**src/hw/dph_map.svh**
```systemverilog
// Constants shared by the DDR3 PHY end and the DFI controller end
`ifndef DPH_MAP_SVH
`define DPH_MAP_SVH
`define DPH_DW 32
`define DPH_MW 4
`define DPH_AW 14
`define DPH_BW 3
`define DPH_CSW 1
`define DPH_CKEW 1
`define DPH_CLKOW 1
`define DPH_DQSW 2
`define DPH_LINK_NS 80
`define DPH_GAP_US 500
`define DPH_GAP_CYC ((`DPH_GAP_US * 1000 + `DPH_LINK_NS - 1) / `DPH_LINK_NS)
`define DPH_MRS_CYC 16
`define DPH_WLV_CYC 32
`define DPH_CORE_LAT 9
`define DPH_RL_MCK 6
`define DPH_RD_LAT (`DPH_CORE_LAT + (`DPH_RL_MCK + 1) / 2)
`define DPH_WL_MCK 5
`define DPH_WR_LAT ((`DPH_WL_MCK + 1) / 2)
`define DPH_BURST_WORDS 2
`define DPH_CNT_W 16
`endif

```
**src/hw/dph_pkg.sv**
```systemverilog
// Types and command decoding for the DDR3 PHY port
package dph_pkg;
  typedef enum logic [2:0] {
    DPH_CMD_NOP, DPH_CMD_ACT, DPH_CMD_RD, DPH_CMD_WR,
    DPH_CMD_PRE, DPH_CMD_REF, DPH_CMD_MRS
  } dph_cmd_t;

  typedef enum logic [2:0] {
    DPH_INIT_IDLE, DPH_INIT_GAP, DPH_INIT_MRS, DPH_INIT_WLV, DPH_INIT_DONE
  } dph_init_st_t;

  typedef enum logic [1:0] {
    DPH_LNK_INIT, DPH_LNK_IDLE, DPH_LNK_WLAT, DPH_LNK_WDAT
  } dph_lnk_st_t;

  // Row, column and write strobe levels for a command
  function automatic logic [2:0] dph_cmd_pins(input dph_cmd_t cmd);
    case (cmd)
      DPH_CMD_ACT: dph_cmd_pins = 3'h3;
      DPH_CMD_RD: dph_cmd_pins = 3'h5;
      DPH_CMD_WR: dph_cmd_pins = 3'h4;
      DPH_CMD_PRE: dph_cmd_pins = 3'h2;
      DPH_CMD_REF: dph_cmd_pins = 3'h1;
      DPH_CMD_MRS: dph_cmd_pins = 3'h0;
      default: dph_cmd_pins = 3'h7;
    endcase
  endfunction : dph_cmd_pins

  // True when the strobes carry a read to a selected rank
  function automatic logic dph_is_read(input logic any_cs, input logic [2:0] pins);
    dph_is_read = any_cs && (pins == 3'h5);
  endfunction : dph_is_read
endpackage : dph_pkg

```
**src/hw/dph_dfi_if.sv**
```systemverilog
// DFI link between the memory controller end and the PHY end
`timescale 1ns/100ps
`default_nettype none
`include "dph_map.svh"
interface dph_dfi_if (
  input wire logic link_clk
);
  logic dfi_reset_n;
  logic [`DPH_AW-1:0] dfi_address;
  logic [`DPH_BW-1:0] dfi_bank;
  logic dfi_ras_n;
  logic dfi_cas_n;
  logic dfi_we_n;
  logic [`DPH_CSW-1:0] dfi_cs_n;
  logic [`DPH_CSW-1:0] dfi_odt;
  logic [`DPH_CKEW-1:0] dfi_cke;
  logic [`DPH_DW-1:0] dfi_wrdata;
  logic [`DPH_MW-1:0] dfi_wrdata_mask;
  logic dfi_wrdata_en;
  logic [`DPH_DW-1:0] dfi_rddata;
  logic dfi_rddata_valid;
  logic dfi_init_start;
  logic dfi_init_complete;

  modport phy (
    input link_clk, dfi_reset_n, dfi_address, dfi_bank, dfi_ras_n, dfi_cas_n,
    input dfi_we_n, dfi_cs_n, dfi_odt, dfi_cke, dfi_wrdata, dfi_wrdata_mask,
    input dfi_wrdata_en, dfi_init_start,
    output dfi_rddata, dfi_rddata_valid, dfi_init_complete
  );

  modport mc (
    input link_clk, dfi_rddata, dfi_rddata_valid, dfi_init_complete,
    output dfi_reset_n, dfi_address, dfi_bank, dfi_ras_n, dfi_cas_n,
    output dfi_we_n, dfi_cs_n, dfi_odt, dfi_cke, dfi_wrdata, dfi_wrdata_mask,
    output dfi_wrdata_en, dfi_init_start
  );
endinterface : dph_dfi_if
`default_nettype wire

```
**src/hw/dph_phy_end.sv**
```systemverilog
// DDR3 PHY end: DFI in, memory pins out, initialization handshake
`timescale 1ns/100ps
`default_nettype none
`include "dph_map.svh"
module dph_phy_end #(
  parameter int GAP_CYCLES = `DPH_GAP_CYC,
  parameter int MRS_CYCLES = `DPH_MRS_CYC,
  parameter int WLV_CYCLES = `DPH_WLV_CYC
) (
  // DFI link, clocked by the link clock
  dph_dfi_if.phy dfi,
  // Memory-only reset from the user
  input wire logic mem_rst_in_n,
  // Memory reset and clocks
  output logic mem_reset_out_n,
  output logic [`DPH_CLKOW-1:0] mem_clock_out,
  output logic [`DPH_CLKOW-1:0] mem_clock_comp_out,
  output logic [`DPH_CKEW-1:0] mem_clock_enable_out,
  // Memory command and address
  output logic [`DPH_AW-1:0] mem_address_out,
  output logic [`DPH_BW-1:0] mem_bank_out,
  output logic [`DPH_CSW-1:0] mem_chip_select_out_n,
  output logic mem_row_strobe_out_n,
  output logic mem_column_strobe_out_n,
  output logic mem_write_enable_out_n,
  output logic [`DPH_CSW-1:0] mem_termination_out,
  // Memory data pins
  input wire logic [`DPH_DW-1:0] mem_data_in,
  output logic [`DPH_DW-1:0] mem_data_out,
  output logic mem_data_oe,
  output logic [`DPH_MW-1:0] mem_write_mask_out,
  // Memory strobe pins, true and complement
  input wire logic [`DPH_DQSW-1:0] mem_strobe_in,
  input wire logic [`DPH_DQSW-1:0] mem_strobe_comp_in,
  output logic [`DPH_DQSW-1:0] mem_strobe_out,
  output logic [`DPH_DQSW-1:0] mem_strobe_comp_out,
  output logic mem_strobe_oe,
  // Progress status
  output logic phy_init_active,
  output logic wl_active
);
  localparam int RD_LAT = `DPH_RD_LAT;
  localparam int BURST = `DPH_BURST_WORDS;

  logic clk, rst_meta_n_reg, rst_n_reg, mrst_meta_n_reg, mrst_n_reg;
  dph_pkg::dph_init_st_t st_reg;
  logic [`DPH_CNT_W-1:0] cnt_reg;
  logic cke_ok_reg, done_reg, init_busy, rd_cmd, valid_reg, mck_reg, wr_en_reg, dqs_ph_reg;
  logic [2:0] cmd_pins;
  logic [RD_LAT-2:0] rd_pipe_reg;
  logic [1:0] burst_left_reg;
  logic [`DPH_DW-1:0] rdata_reg, din_meta_reg, din_sync_reg, wdata_reg;
  logic [`DPH_DQSW-1:0] dqs_meta_reg, dqs_sync_reg, dqsn_meta_reg, dqsn_sync_reg;
  logic [`DPH_MW-1:0] wmask_reg;

  assign clk = dfi.link_clk;

  // DFI reset, asserts at once, releases on the clock
  always_ff @(posedge clk or negedge dfi.dfi_reset_n) begin
    if (!dfi.dfi_reset_n) begin
      rst_meta_n_reg <= 1'b0;
      rst_n_reg <= 1'b0;
    end else begin
      rst_meta_n_reg <= 1'b1;
      rst_n_reg <= rst_meta_n_reg;
    end
  end

  // memory-only reset, kept apart from device logic
  always_ff @(posedge clk or negedge mem_rst_in_n) begin
    if (!mem_rst_in_n) begin
      mrst_meta_n_reg <= 1'b0;
      mrst_n_reg <= 1'b0;
    end else begin
      mrst_meta_n_reg <= 1'b1;
      mrst_n_reg <= mrst_meta_n_reg;
    end
  end

  // memory reset low while either reset is active
  assign mem_reset_out_n = rst_n_reg & mrst_n_reg;

  // Initialization sequencer; restarts if the request stays high
  always_ff @(posedge clk or negedge rst_n_reg) begin
    if (!rst_n_reg) begin
      st_reg <= dph_pkg::DPH_INIT_IDLE;
      cnt_reg <= '0;
      cke_ok_reg <= 1'b0;
      done_reg <= 1'b0;
    end else begin
      done_reg <= 1'b0;
      case (st_reg)
        dph_pkg::DPH_INIT_IDLE: begin
          if (dfi.dfi_init_start && !done_reg) begin // Old request still high at the pulse
            st_reg <= dph_pkg::DPH_INIT_GAP;
            cnt_reg <= '0;
            cke_ok_reg <= 1'b0;
          end
        end
        dph_pkg::DPH_INIT_GAP: begin
          // Gap counted only while memory reset is released
          if (!mem_reset_out_n) begin
            cnt_reg <= '0;
          end else if (cnt_reg == `DPH_CNT_W'(GAP_CYCLES - 1)) begin
            st_reg <= dph_pkg::DPH_INIT_MRS;
            cnt_reg <= '0;
            cke_ok_reg <= 1'b1;
          end else begin
            cnt_reg <= cnt_reg + `DPH_CNT_W'(1);
          end
        end
        dph_pkg::DPH_INIT_MRS: begin
          if (cnt_reg == `DPH_CNT_W'(MRS_CYCLES - 1)) begin
            st_reg <= dph_pkg::DPH_INIT_WLV;
            cnt_reg <= '0;
          end else begin
            cnt_reg <= cnt_reg + `DPH_CNT_W'(1);
          end
        end
        dph_pkg::DPH_INIT_WLV: begin
          if (cnt_reg == `DPH_CNT_W'(WLV_CYCLES - 1)) begin
            st_reg <= dph_pkg::DPH_INIT_DONE;
            cnt_reg <= '0;
          end else begin
            cnt_reg <= cnt_reg + `DPH_CNT_W'(1);
          end
        end
        dph_pkg::DPH_INIT_DONE: begin
          done_reg <= 1'b1;
          st_reg <= dph_pkg::DPH_INIT_IDLE;
        end
        default: st_reg <= dph_pkg::DPH_INIT_IDLE;
      endcase
    end
  end

  assign init_busy = (st_reg != dph_pkg::DPH_INIT_IDLE);
  assign dfi.dfi_init_complete = done_reg;
  assign phy_init_active = init_busy && (st_reg != dph_pkg::DPH_INIT_WLV);
  assign wl_active = (st_reg == dph_pkg::DPH_INIT_WLV);

  // memory clock at half the link rate, with complement
  always_ff @(posedge clk or negedge rst_n_reg) begin
    if (!rst_n_reg) begin
      mck_reg <= 1'b0;
    end else begin
      mck_reg <= ~mck_reg;
    end
  end

  assign mem_clock_out = {`DPH_CLKOW{mck_reg}};
  assign mem_clock_comp_out = {`DPH_CLKOW{~mck_reg}};

  // one register stage for every control signal
  // Commands during initialization are masked to no-operation
  always_ff @(posedge clk or negedge rst_n_reg) begin
    if (!rst_n_reg) begin
      mem_address_out <= '0;
      mem_bank_out <= '0;
      mem_chip_select_out_n <= '1;
      mem_row_strobe_out_n <= 1'b1;
      mem_column_strobe_out_n <= 1'b1;
      mem_write_enable_out_n <= 1'b1;
      mem_termination_out <= '0;
      mem_clock_enable_out <= '0;
    end else begin
      // row and column share the address pins
      mem_address_out <= dfi.dfi_address;
      mem_bank_out <= dfi.dfi_bank;
      mem_chip_select_out_n <= init_busy ? '1 : dfi.dfi_cs_n;
      mem_row_strobe_out_n <= dfi.dfi_ras_n;
      mem_column_strobe_out_n <= dfi.dfi_cas_n;
      mem_write_enable_out_n <= dfi.dfi_we_n;
      mem_termination_out <= init_busy ? '0 : dfi.dfi_odt;
      mem_clock_enable_out <= cke_ok_reg ? dfi.dfi_cke : '0;
    end
  end

  // data and mask taken together under the enable
  always_ff @(posedge clk or negedge rst_n_reg) begin
    if (!rst_n_reg) begin
      wr_en_reg <= 1'b0;
      wdata_reg <= '0;
      wmask_reg <= '0;
    end else begin
      wr_en_reg <= dfi.dfi_wrdata_en;
      if (dfi.dfi_wrdata_en) begin
        wdata_reg <= dfi.dfi_wrdata;
        wmask_reg <= dfi.dfi_wrdata_mask;
      end
    end
  end

  assign mem_data_out = wdata_reg;
  assign mem_data_oe = wr_en_reg;
  // one mask pin per byte, masked only while writing
  assign mem_write_mask_out = wr_en_reg ? wmask_reg : '0;

  // strobe phase toggles each write beat
  always_ff @(posedge clk or negedge rst_n_reg) begin
    if (!rst_n_reg) begin
      dqs_ph_reg <= 1'b0;
    end else begin
      dqs_ph_reg <= dfi.dfi_wrdata_en ? ~dqs_ph_reg : 1'b0;
    end
  end

  // per-lane strobe drivers, released during reads
  genvar g;
  generate
    for (g = 0; g < `DPH_DQSW; g++) begin : g_lane
      assign mem_strobe_out[g] = dqs_ph_reg;
      assign mem_strobe_comp_out[g] = ~dqs_ph_reg;
    end
  endgenerate
  assign mem_strobe_oe = wr_en_reg;

  // Pins from memory pass two flops before use
  always_ff @(posedge clk) begin
    din_meta_reg <= mem_data_in;
    din_sync_reg <= din_meta_reg;
    dqs_meta_reg <= mem_strobe_in;
    dqs_sync_reg <= dqs_meta_reg;
    dqsn_meta_reg <= mem_strobe_comp_in;
    dqsn_sync_reg <= dqsn_meta_reg;
  end

  // Read seen on the link; ignored during initialization
  assign cmd_pins = {dfi.dfi_ras_n, dfi.dfi_cas_n, dfi.dfi_we_n};
  assign rd_cmd = !init_busy && dph_pkg::dph_is_read(~&dfi.dfi_cs_n, cmd_pins);

  // Fixed read latency; a shift register keeps back-to-back reads apart
  always_ff @(posedge clk or negedge rst_n_reg) begin
    if (!rst_n_reg) begin
      rd_pipe_reg <= '0;
    end else begin
      rd_pipe_reg <= {rd_pipe_reg[RD_LAT-3:0], rd_cmd};
    end
  end

  // valid high only on returned words
  always_ff @(posedge clk or negedge rst_n_reg) begin
    if (!rst_n_reg) begin
      valid_reg <= 1'b0;
      burst_left_reg <= '0;
      rdata_reg <= '0;
    end else begin
      valid_reg <= rd_pipe_reg[RD_LAT-2] || (burst_left_reg != 2'h0);
      if (rd_pipe_reg[RD_LAT-2]) begin
        burst_left_reg <= 2'(BURST - 1);
      end else if (burst_left_reg != 2'h0) begin
        burst_left_reg <= burst_left_reg - 2'h1;
      end
      if (rd_pipe_reg[RD_LAT-2] || (burst_left_reg != 2'h0)) begin
        rdata_reg <= din_sync_reg;
      end
    end
  end

  assign dfi.dfi_rddata = rdata_reg;
  assign dfi.dfi_rddata_valid = valid_reg;
endmodule : dph_phy_end
`default_nettype wire

```
**src/flat_wrapper.sv**
```systemverilog
// flat-port wrapper written by rule: the top's interface ports become plain ports
module dph_phy_end_flat 
#(
  parameter int GAP_CYCLES = `DPH_GAP_CYC,
  parameter int MRS_CYCLES = `DPH_MRS_CYC,
  parameter int WLV_CYCLES = `DPH_WLV_CYC
)
  (mem_rst_in_n, mem_reset_out_n, mem_clock_out, mem_clock_comp_out, mem_clock_enable_out, mem_address_out, mem_bank_out, mem_chip_select_out_n, mem_row_strobe_out_n, mem_column_strobe_out_n, mem_write_enable_out_n, mem_termination_out, mem_data_in, mem_data_out, mem_data_oe, mem_write_mask_out, mem_strobe_in, mem_strobe_comp_in, mem_strobe_out, mem_strobe_comp_out, mem_strobe_oe, phy_init_active, wl_active, link_clk, dfi_dfi_reset_n, dfi_dfi_address, dfi_dfi_bank, dfi_dfi_ras_n, dfi_dfi_cas_n, dfi_dfi_we_n, dfi_dfi_cs_n, dfi_dfi_odt, dfi_dfi_cke, dfi_dfi_wrdata, dfi_dfi_wrdata_mask, dfi_dfi_wrdata_en, dfi_dfi_init_start, dfi_dfi_rddata, dfi_dfi_rddata_valid, dfi_dfi_init_complete);
  dph_dfi_if dfi_i (.link_clk(link_clk));
  input wire logic mem_rst_in_n;
  output logic mem_reset_out_n;
  output logic [`DPH_CLKOW-1:0] mem_clock_out;
  output logic [`DPH_CLKOW-1:0] mem_clock_comp_out;
  output logic [`DPH_CKEW-1:0] mem_clock_enable_out;
  output logic [`DPH_AW-1:0] mem_address_out;
  output logic [`DPH_BW-1:0] mem_bank_out;
  output logic [`DPH_CSW-1:0] mem_chip_select_out_n;
  output logic mem_row_strobe_out_n;
  output logic mem_column_strobe_out_n;
  output logic mem_write_enable_out_n;
  output logic [`DPH_CSW-1:0] mem_termination_out;
  input wire logic [`DPH_DW-1:0] mem_data_in;
  output logic [`DPH_DW-1:0] mem_data_out;
  output logic mem_data_oe;
  output logic [`DPH_MW-1:0] mem_write_mask_out;
  input wire logic [`DPH_DQSW-1:0] mem_strobe_in;
  input wire logic [`DPH_DQSW-1:0] mem_strobe_comp_in;
  output logic [`DPH_DQSW-1:0] mem_strobe_out;
  output logic [`DPH_DQSW-1:0] mem_strobe_comp_out;
  output logic mem_strobe_oe;
  output logic phy_init_active;
  output logic wl_active;
  input wire logic link_clk;
  input wire logic [$bits(dfi_i.dfi_reset_n)-1:0] dfi_dfi_reset_n;
  input wire logic [$bits(dfi_i.dfi_address)-1:0] dfi_dfi_address;
  input wire logic [$bits(dfi_i.dfi_bank)-1:0] dfi_dfi_bank;
  input wire logic [$bits(dfi_i.dfi_ras_n)-1:0] dfi_dfi_ras_n;
  input wire logic [$bits(dfi_i.dfi_cas_n)-1:0] dfi_dfi_cas_n;
  input wire logic [$bits(dfi_i.dfi_we_n)-1:0] dfi_dfi_we_n;
  input wire logic [$bits(dfi_i.dfi_cs_n)-1:0] dfi_dfi_cs_n;
  input wire logic [$bits(dfi_i.dfi_odt)-1:0] dfi_dfi_odt;
  input wire logic [$bits(dfi_i.dfi_cke)-1:0] dfi_dfi_cke;
  input wire logic [$bits(dfi_i.dfi_wrdata)-1:0] dfi_dfi_wrdata;
  input wire logic [$bits(dfi_i.dfi_wrdata_mask)-1:0] dfi_dfi_wrdata_mask;
  input wire logic [$bits(dfi_i.dfi_wrdata_en)-1:0] dfi_dfi_wrdata_en;
  input wire logic [$bits(dfi_i.dfi_init_start)-1:0] dfi_dfi_init_start;
  output wire logic [$bits(dfi_i.dfi_rddata)-1:0] dfi_dfi_rddata;
  output wire logic [$bits(dfi_i.dfi_rddata_valid)-1:0] dfi_dfi_rddata_valid;
  output wire logic [$bits(dfi_i.dfi_init_complete)-1:0] dfi_dfi_init_complete;
  assign dfi_i.dfi_reset_n = dfi_dfi_reset_n;
  assign dfi_i.dfi_address = dfi_dfi_address;
  assign dfi_i.dfi_bank = dfi_dfi_bank;
  assign dfi_i.dfi_ras_n = dfi_dfi_ras_n;
  assign dfi_i.dfi_cas_n = dfi_dfi_cas_n;
  assign dfi_i.dfi_we_n = dfi_dfi_we_n;
  assign dfi_i.dfi_cs_n = dfi_dfi_cs_n;
  assign dfi_i.dfi_odt = dfi_dfi_odt;
  assign dfi_i.dfi_cke = dfi_dfi_cke;
  assign dfi_i.dfi_wrdata = dfi_dfi_wrdata;
  assign dfi_i.dfi_wrdata_mask = dfi_dfi_wrdata_mask;
  assign dfi_i.dfi_wrdata_en = dfi_dfi_wrdata_en;
  assign dfi_i.dfi_init_start = dfi_dfi_init_start;
  assign dfi_dfi_rddata = dfi_i.dfi_rddata;
  assign dfi_dfi_rddata_valid = dfi_i.dfi_rddata_valid;
  assign dfi_dfi_init_complete = dfi_i.dfi_init_complete;
  dph_phy_end #(.GAP_CYCLES(GAP_CYCLES), .MRS_CYCLES(MRS_CYCLES), .WLV_CYCLES(WLV_CYCLES)) u_core (.dfi(dfi_i), .mem_rst_in_n(mem_rst_in_n), .mem_reset_out_n(mem_reset_out_n), .mem_clock_out(mem_clock_out), .mem_clock_comp_out(mem_clock_comp_out), .mem_clock_enable_out(mem_clock_enable_out), .mem_address_out(mem_address_out), .mem_bank_out(mem_bank_out), .mem_chip_select_out_n(mem_chip_select_out_n), .mem_row_strobe_out_n(mem_row_strobe_out_n), .mem_column_strobe_out_n(mem_column_strobe_out_n), .mem_write_enable_out_n(mem_write_enable_out_n), .mem_termination_out(mem_termination_out), .mem_data_in(mem_data_in), .mem_data_out(mem_data_out), .mem_data_oe(mem_data_oe), .mem_write_mask_out(mem_write_mask_out), .mem_strobe_in(mem_strobe_in), .mem_strobe_comp_in(mem_strobe_comp_in), .mem_strobe_out(mem_strobe_out), .mem_strobe_comp_out(mem_strobe_comp_out), .mem_strobe_oe(mem_strobe_oe), .phy_init_active(phy_init_active), .wl_active(wl_active));
endmodule
```
**config.mk**
```make
export PLATFORM = sky130hd
export DESIGN_NAME = dph_phy_end_flat
export DESIGN_NICKNAME = d
export VERILOG_FILES = /design/src/hw/dph_pkg.sv /design/src/hw/dph_dfi_if.sv /design/src/hw/dph_phy_end.sv /design/src/flat_wrapper.sv
export VERILOG_INCLUDE_DIRS = /design/src /design/src/hw
export SDC_FILE = /design/constraint.sdc
export NUM_CORES = 1
export LEC_CHECK = 0
export ABC_CLOCK_PERIOD_IN_PS = 4900
export BUFFER_PORTS_ARGS = -buffer_cell sky130_fd_sc_hd__buf_2
export CORE_ASPECT_RATIO = 1.25
export CORE_UTILIZATION = 50
export DETAILED_ROUTE_END_ITERATION = 10
export HOLD_SLACK_MARGIN = 0.05
export PLACE_DENSITY_LB_ADDON = 0.1
export REMOVE_ABC_BUFFERS = 1
export SETUP_SLACK_MARGIN = 0.3
export SYNTH_ARGS = -nofsm -noshare
export SYNTH_HDL_FRONTEND = slang
export SYNTH_SLANG_ARGS = --single-unit
```
**constraint.sdc**
```tcl
create_clock -name link_clk -period 4.9 [get_ports link_clk]
set_input_delay 0.735 -clock link_clk [delete_from_list [all_inputs] [get_ports link_clk]]
set_output_delay 0.735 -clock link_clk [all_outputs]
set_load 0.03 [all_outputs]
```
After elaboration in Yosys (flattened, before gate mapping) --
Cells that the tools add are included.
Storage, ports and cells: output and inout bits 104, flip-flop bits (word level) 197, bits of input ports 100, word-level logic and storage cells 87
Operators by class: bitwise operators 3, reduce and logical (&&, ||, !) cells 17, multiplexer cells 24, $add $sub $neg 2, equal/unequal tests 14
Operators by type and width (count):
- $mux 16 | 5
- $pmux 16 s4 | 1
- $add 16x1->16 const B | 1
- $eq 16x13->1 const B | 1
- $eq 16x4->1 const B | 1
- $eq 16x5->1 const B | 1
- $mux 3 | 5
- $pmux 3 s4 | 1
- $mux 1 | 8
- $ne 2x1->1 const B | 4
- $eq 3x2->1 const B | 2
- $eq 3x3->1 const B | 2
- $reduce_bool 2->1 | 3
- $reduce_and 5->1 | 1
- $logic_and 1x1->1 | 4
- $mux 2 | 2
- $mux 4 | 1
- $reduce_and 4->1 | 1
- $reduce_bool 4->1 | 1
- $eq 3x1->1 const B | 1
- $logic_not 1->1 | 3
- $logic_not 3->1 | 1
- $ne 3x2->1 const B | 1
- $reduce_bool 3->1 | 1
- 7 further kinds | 8

Depth between registers and ports, before layout --
depth in word-level cells 4, depth in mapped cells 7

Worst setup path before layout --
OpenSTA, ideal clock, no wires.
path kind reg-to-reg, start reg u_core.rst_n_reg, end reg u_core.cnt_reg[10], arrival 4597 ps, slack 203 ps, stages on the path, launching flop included 6, setup time 101 ps, cell sequence dfrtp_1 > and2_1 > nand3_1 > nor2_1 > nor2_4 > o32ai_1
Between the ends: cells in the longest elaborated chain, start to end 3
RTL lines:
- from (decl) | line dph_phy_end.sv:45 | logic clk, rst_meta_n_reg, rst_n_reg, mrst_meta_n_reg, mrst_n_reg;
- from (signal assigned) | line dph_phy_end.sv:65 | rst_n_reg <= rst_meta_n_reg;
- $and 1x1->1 | line dph_phy_end.sv:81 | assign mem_reset_out_n = rst_n_reg & mrst_n_reg;
- via mem_reset_out_n | line flat_wrapper.sv:11 | output logic mem_reset_out_n;
- $mux 16 | line dph_phy_end.sv:102 | if (!mem_reset_out_n) begin
- $pmux 16 s4 | line dph_phy_end.sv:92 | case (st_reg)
- to (signal assigned) | line dph_phy_end.sv:109 | cnt_reg <= cnt_reg + `DPH_CNT_W'(1);
- to (signal assigned) | line dph_phy_end.sv:117 | cnt_reg <= cnt_reg + `DPH_CNT_W'(1);
- to (signal assigned) | line dph_phy_end.sv:125 | cnt_reg <= cnt_reg + `DPH_CNT_W'(1);
- to (decl) | line dph_phy_end.sv:47 | logic [`DPH_CNT_W-1:0] cnt_reg;
The timed path passes the listed nets, and every way through them passes these cells. A chain may end at the register's enable or synchronous reset.

Worst setup path in the final report --
start reg u_core.cnt_reg[8], end reg u_core.cnt_reg[1]
Between the ends: cells in the longest elaborated chain, start to end 4, elaborated cells between the ends (all ways) 8, classes of those cells eq/ne (3); mux (5)
RTL lines:
- $eq 16x13->1 | line dph_phy_end.sv:104 | end else if (cnt_reg == `DPH_CNT_W'(GAP_CYCLES - 1)) begin
- $mux 16 | line dph_phy_end.sv:104
- $mux 16 | line dph_phy_end.sv:102
- $pmux 16 s4 * | line dph_phy_end.sv:92
Every way passes the cells marked *; elsewhere a longest branch is shown, timed or not.

==> flow_metrics.env <==
export IMPL_status="finished clean"
export IMPL_setup_worst_path_start="u_core.cnt_reg[8]$_DFFE_PN0P_"
export IMPL_timing_hold_ws_ns=0.08298
export IMPL_finalInstanceArea_um2=8113
export IMPL_dieArea_um2=13120
export IMPL_avgSynthCellArea_um2=14.94
export IMPL_rsz0062_at_grt="false"
export IMPL_grt_first_pass_wirelength_um=18690
export IMPL_initial_core_util=0.5160
export IMPL_grt_max_degree=73
export IMPL_cts_tree="yes"
export IMPL_tns_ns=0
export IMPL_powerDensity_nw_per_um2=520.3
export IMPL_dieHeight_um=127.8
export IMPL_end_kind="flop"
export IMPL_n_antenna_cell=0
export IMPL_clkSlewWorstSetupHoldPaths_ns=0.07
export IMPL_drt_met1_wl_um=4700
export IMPL_timing_fmax_mhz=441.0
export IMPL_post_cts_setup_buffers=0
export IMPL_p_leak_nw=3.847
export IMPL_synth_area_leaders="dfrtp_1 (51%), dfxtp_1 (20%), mux2_2 (12%), dfstp_2 (1.7%), nand2_1 (1.0%)"
export IMPL_ioPinCount=204
export IMPL_dp_hpwl_um=8383
export IMPL_timing_rr_start="u_core.cnt_reg[8]$_DFFE_PN0P_"
export IMPL_synth_async_reset_ratio=0.6751
export IMPL_drv_slew=0
export IMPL_finalHoldViolCount=0
export IMPL_wl_per_cell_um=14.94
export IMPL_cts_buffers=17
export IMPL_arrival_ns=2.53
export IMPL_finalCriticalPeriod_ns=2.268
export IMPL_grt_pass1_vias=3886
export IMPL_antenna_found_initial=0
export IMPL_avgViaCountPerCell=4.904
export IMPL_clkSinkCount=197
export IMPL_dpl_cell_count=771
export IMPL_firstDrtPassIters=4
export IMPL_yosysSeqAreaShare=0.7286
export IMPL_setup_ws_ns=2.632
export IMPL_finalPower_mw=4.221
export IMPL_ys_warn_count=0
export IMPL_worstSetupStartpointType="flop"
export IMPL_yosysMostFrequentCell="dfrtp_1"
export IMPL_synth_top_area_share=0.5097
export IMPL_vias=3938
export IMPL_postLayoutCoreUtil=0.6610
export IMPL_synth_cells=424
export IMPL_hp_class="input port to async pin"
export IMPL_wl_met3_um=622
export IMPL_core_area_um2=12270
export IMPL_synth_cell_type_count=48
export IMPL_fin_nets=729
export IMPL_drive_gt1_frac=0.4961
export IMPL_postCtsHoldBufs=0
export IMPL_routed_wl_um=12000
export IMPL_place_ws_ns=2.615
export IMPL_fin_crit_sh=0.4628
export IMPL_synth_common_cells="dfrtp_1 (129), mux2_2 (68), dfxtp_1 (64), nand2_1 (17), clkbuf_1 (13)"
export IMPL_numPortBuffers=199
export IMPL_worst_setup_path_type="flop to flop"
export IMPL_die_x_um=102.7
export IMPL_worst_pin_slew_ns=0.9169
export IMPL_grt_overflow_total=0
export IMPL_finalSetupViolCount=0
export IMPL_drc_errors=0
export IMPL_cts_root_buffer="clkbuf_16"
export IMPL_ys_ff_latch=197
export IMPL_required_ns=5.16
export IMPL_irDropWorstVdd_mv=0.3404
export IMPL_ys_flop_type="dfrtp_1"
export IMPL_syn_area_um2=6334
export IMPL_fillers=936
export IMPL_worst_path_max_fanout=10
export IMPL_cts_max_level=4
export IMPL_clock_latency_ns=0.42
export IMPL_place_congestion=0.8021
export IMPL_highest_layer="met4"
export IMPL_final_cells=803
export IMPL_cts_buffer_depth=2
export IMPL_drt_iter0_drc=153
export IMPL_drv_cap=0
export IMPL_postPlaceCellArea_um2=7470
export IMPL_clock_skew_ns=0.008863
export IMPL_wl_met2_um=6447
export IMPL_rows=45
export IMPL_grtUsageTotal=0.1917
export IMPL_final_antenna_net_count=0
export IMPL_synth_edf_count=0
export IMPL_yosysTopAreaCell="dfrtp_1"
export IMPL_slew_headroom=0.3887
export IMPL_area_growth_pct=28.09
export IMPL_cts_resized=0
==> critical path: stages (launching register included) <==
cell and delay, ns:
dfrtp_1 0.46, or4_4 0.61, nor4_4 0.37, nor2_1 0.25, nor2_4 0.28, o22ai_1 0.13
==> power breakdown <==
group	internal, mW	switching (mW)	total, mW
logic	0.317	0.560	0.876
registers	1.82	0.0923	1.91
clock network	0.762	0.673	1.43
==> worst paths after layout <==
| check | cells after the start | endpoint | slack, ns |
|---|---|---|---|
| worst min register to register | 0 | u_core.din_sync_reg[31]$_DFF_P_ | 0.33 |
| worst max-delay path | 5 | u_core.cnt_reg[1]$_DFFE_PN0P_ | 2.63 |
| min in group link_clk | 0 | u_core.din_sync_reg[31]$_DFF_P_ | 0.33 |
| worst min-delay path | 1 | u_core.mrst_meta_n_reg$_DFF_PN0_ | 0.08 |
| worst max register to register | 5 | u_core.cnt_reg[1]$_DFFE_PN0P_ | 2.63 |
| max in group asynchronous | 2 | u_core.mem_address_out[1]$_DFF_PN0_ | 3.02 |
==> kinds of logic (layout without fill, tap and decap cells) <==
family,Yosys count,after routing,synth area share
other,1,2,0.0005921
flip-flops,197,197,0.7286
AND/OR/NAND/NOR,84,84,0.07448
XOR/XNOR,2,2,0.002766
multiplexers,69,69,0.1225
AO/OA/AOI/OAI,41,41,0.04623
buffers and inverters,27,241,0.01897
adder cells (fa/ha/maj),3,3,0.005927
==> layout by cell type (no fill, tap or decap), drive strengths merged, types with 4 or more instances in the layout <==
cell type and instances:
nand4 6, dfxtp 64, o21ai 11, inv 14, nor2 14, and2 8, a21oi 4, mux2 68
nand2b 4, clkinv 7, o22ai 4, o32ai 4, nand2 17, dfstp 4, dfrtp 129, nor3 9
o211ai 4, and3 5, clkbuf 18, buf 201, o31ai 4, nand3 11
==> per-layer routing <==
metal | vias to the layer above | GRT usage
li1 | 1878 | -
met5 | - | 0
met2 | 122 | 0.3318
met4 | 0 | 0.08908
met1 | 1922 | 0.2239
met3 | 16 | 0.04198
==> final cells by class <==
cell class | instances | area [um2] | share of cell area
tap | 164 | 205.2 | 0.02529
timing repair buffer | 201 | 1011 | 0.1246
sequential | 197 | 4618 | 0.5692
inverter | 8 | 30.03 | 0.003701
multi-input combinational | 201 | 1605 | 0.1979
clock inverter | 14 | 203.9 | 0.02514
clock buffer | 18 | 439.2 | 0.05413
(Power assumes the default switching activity.)
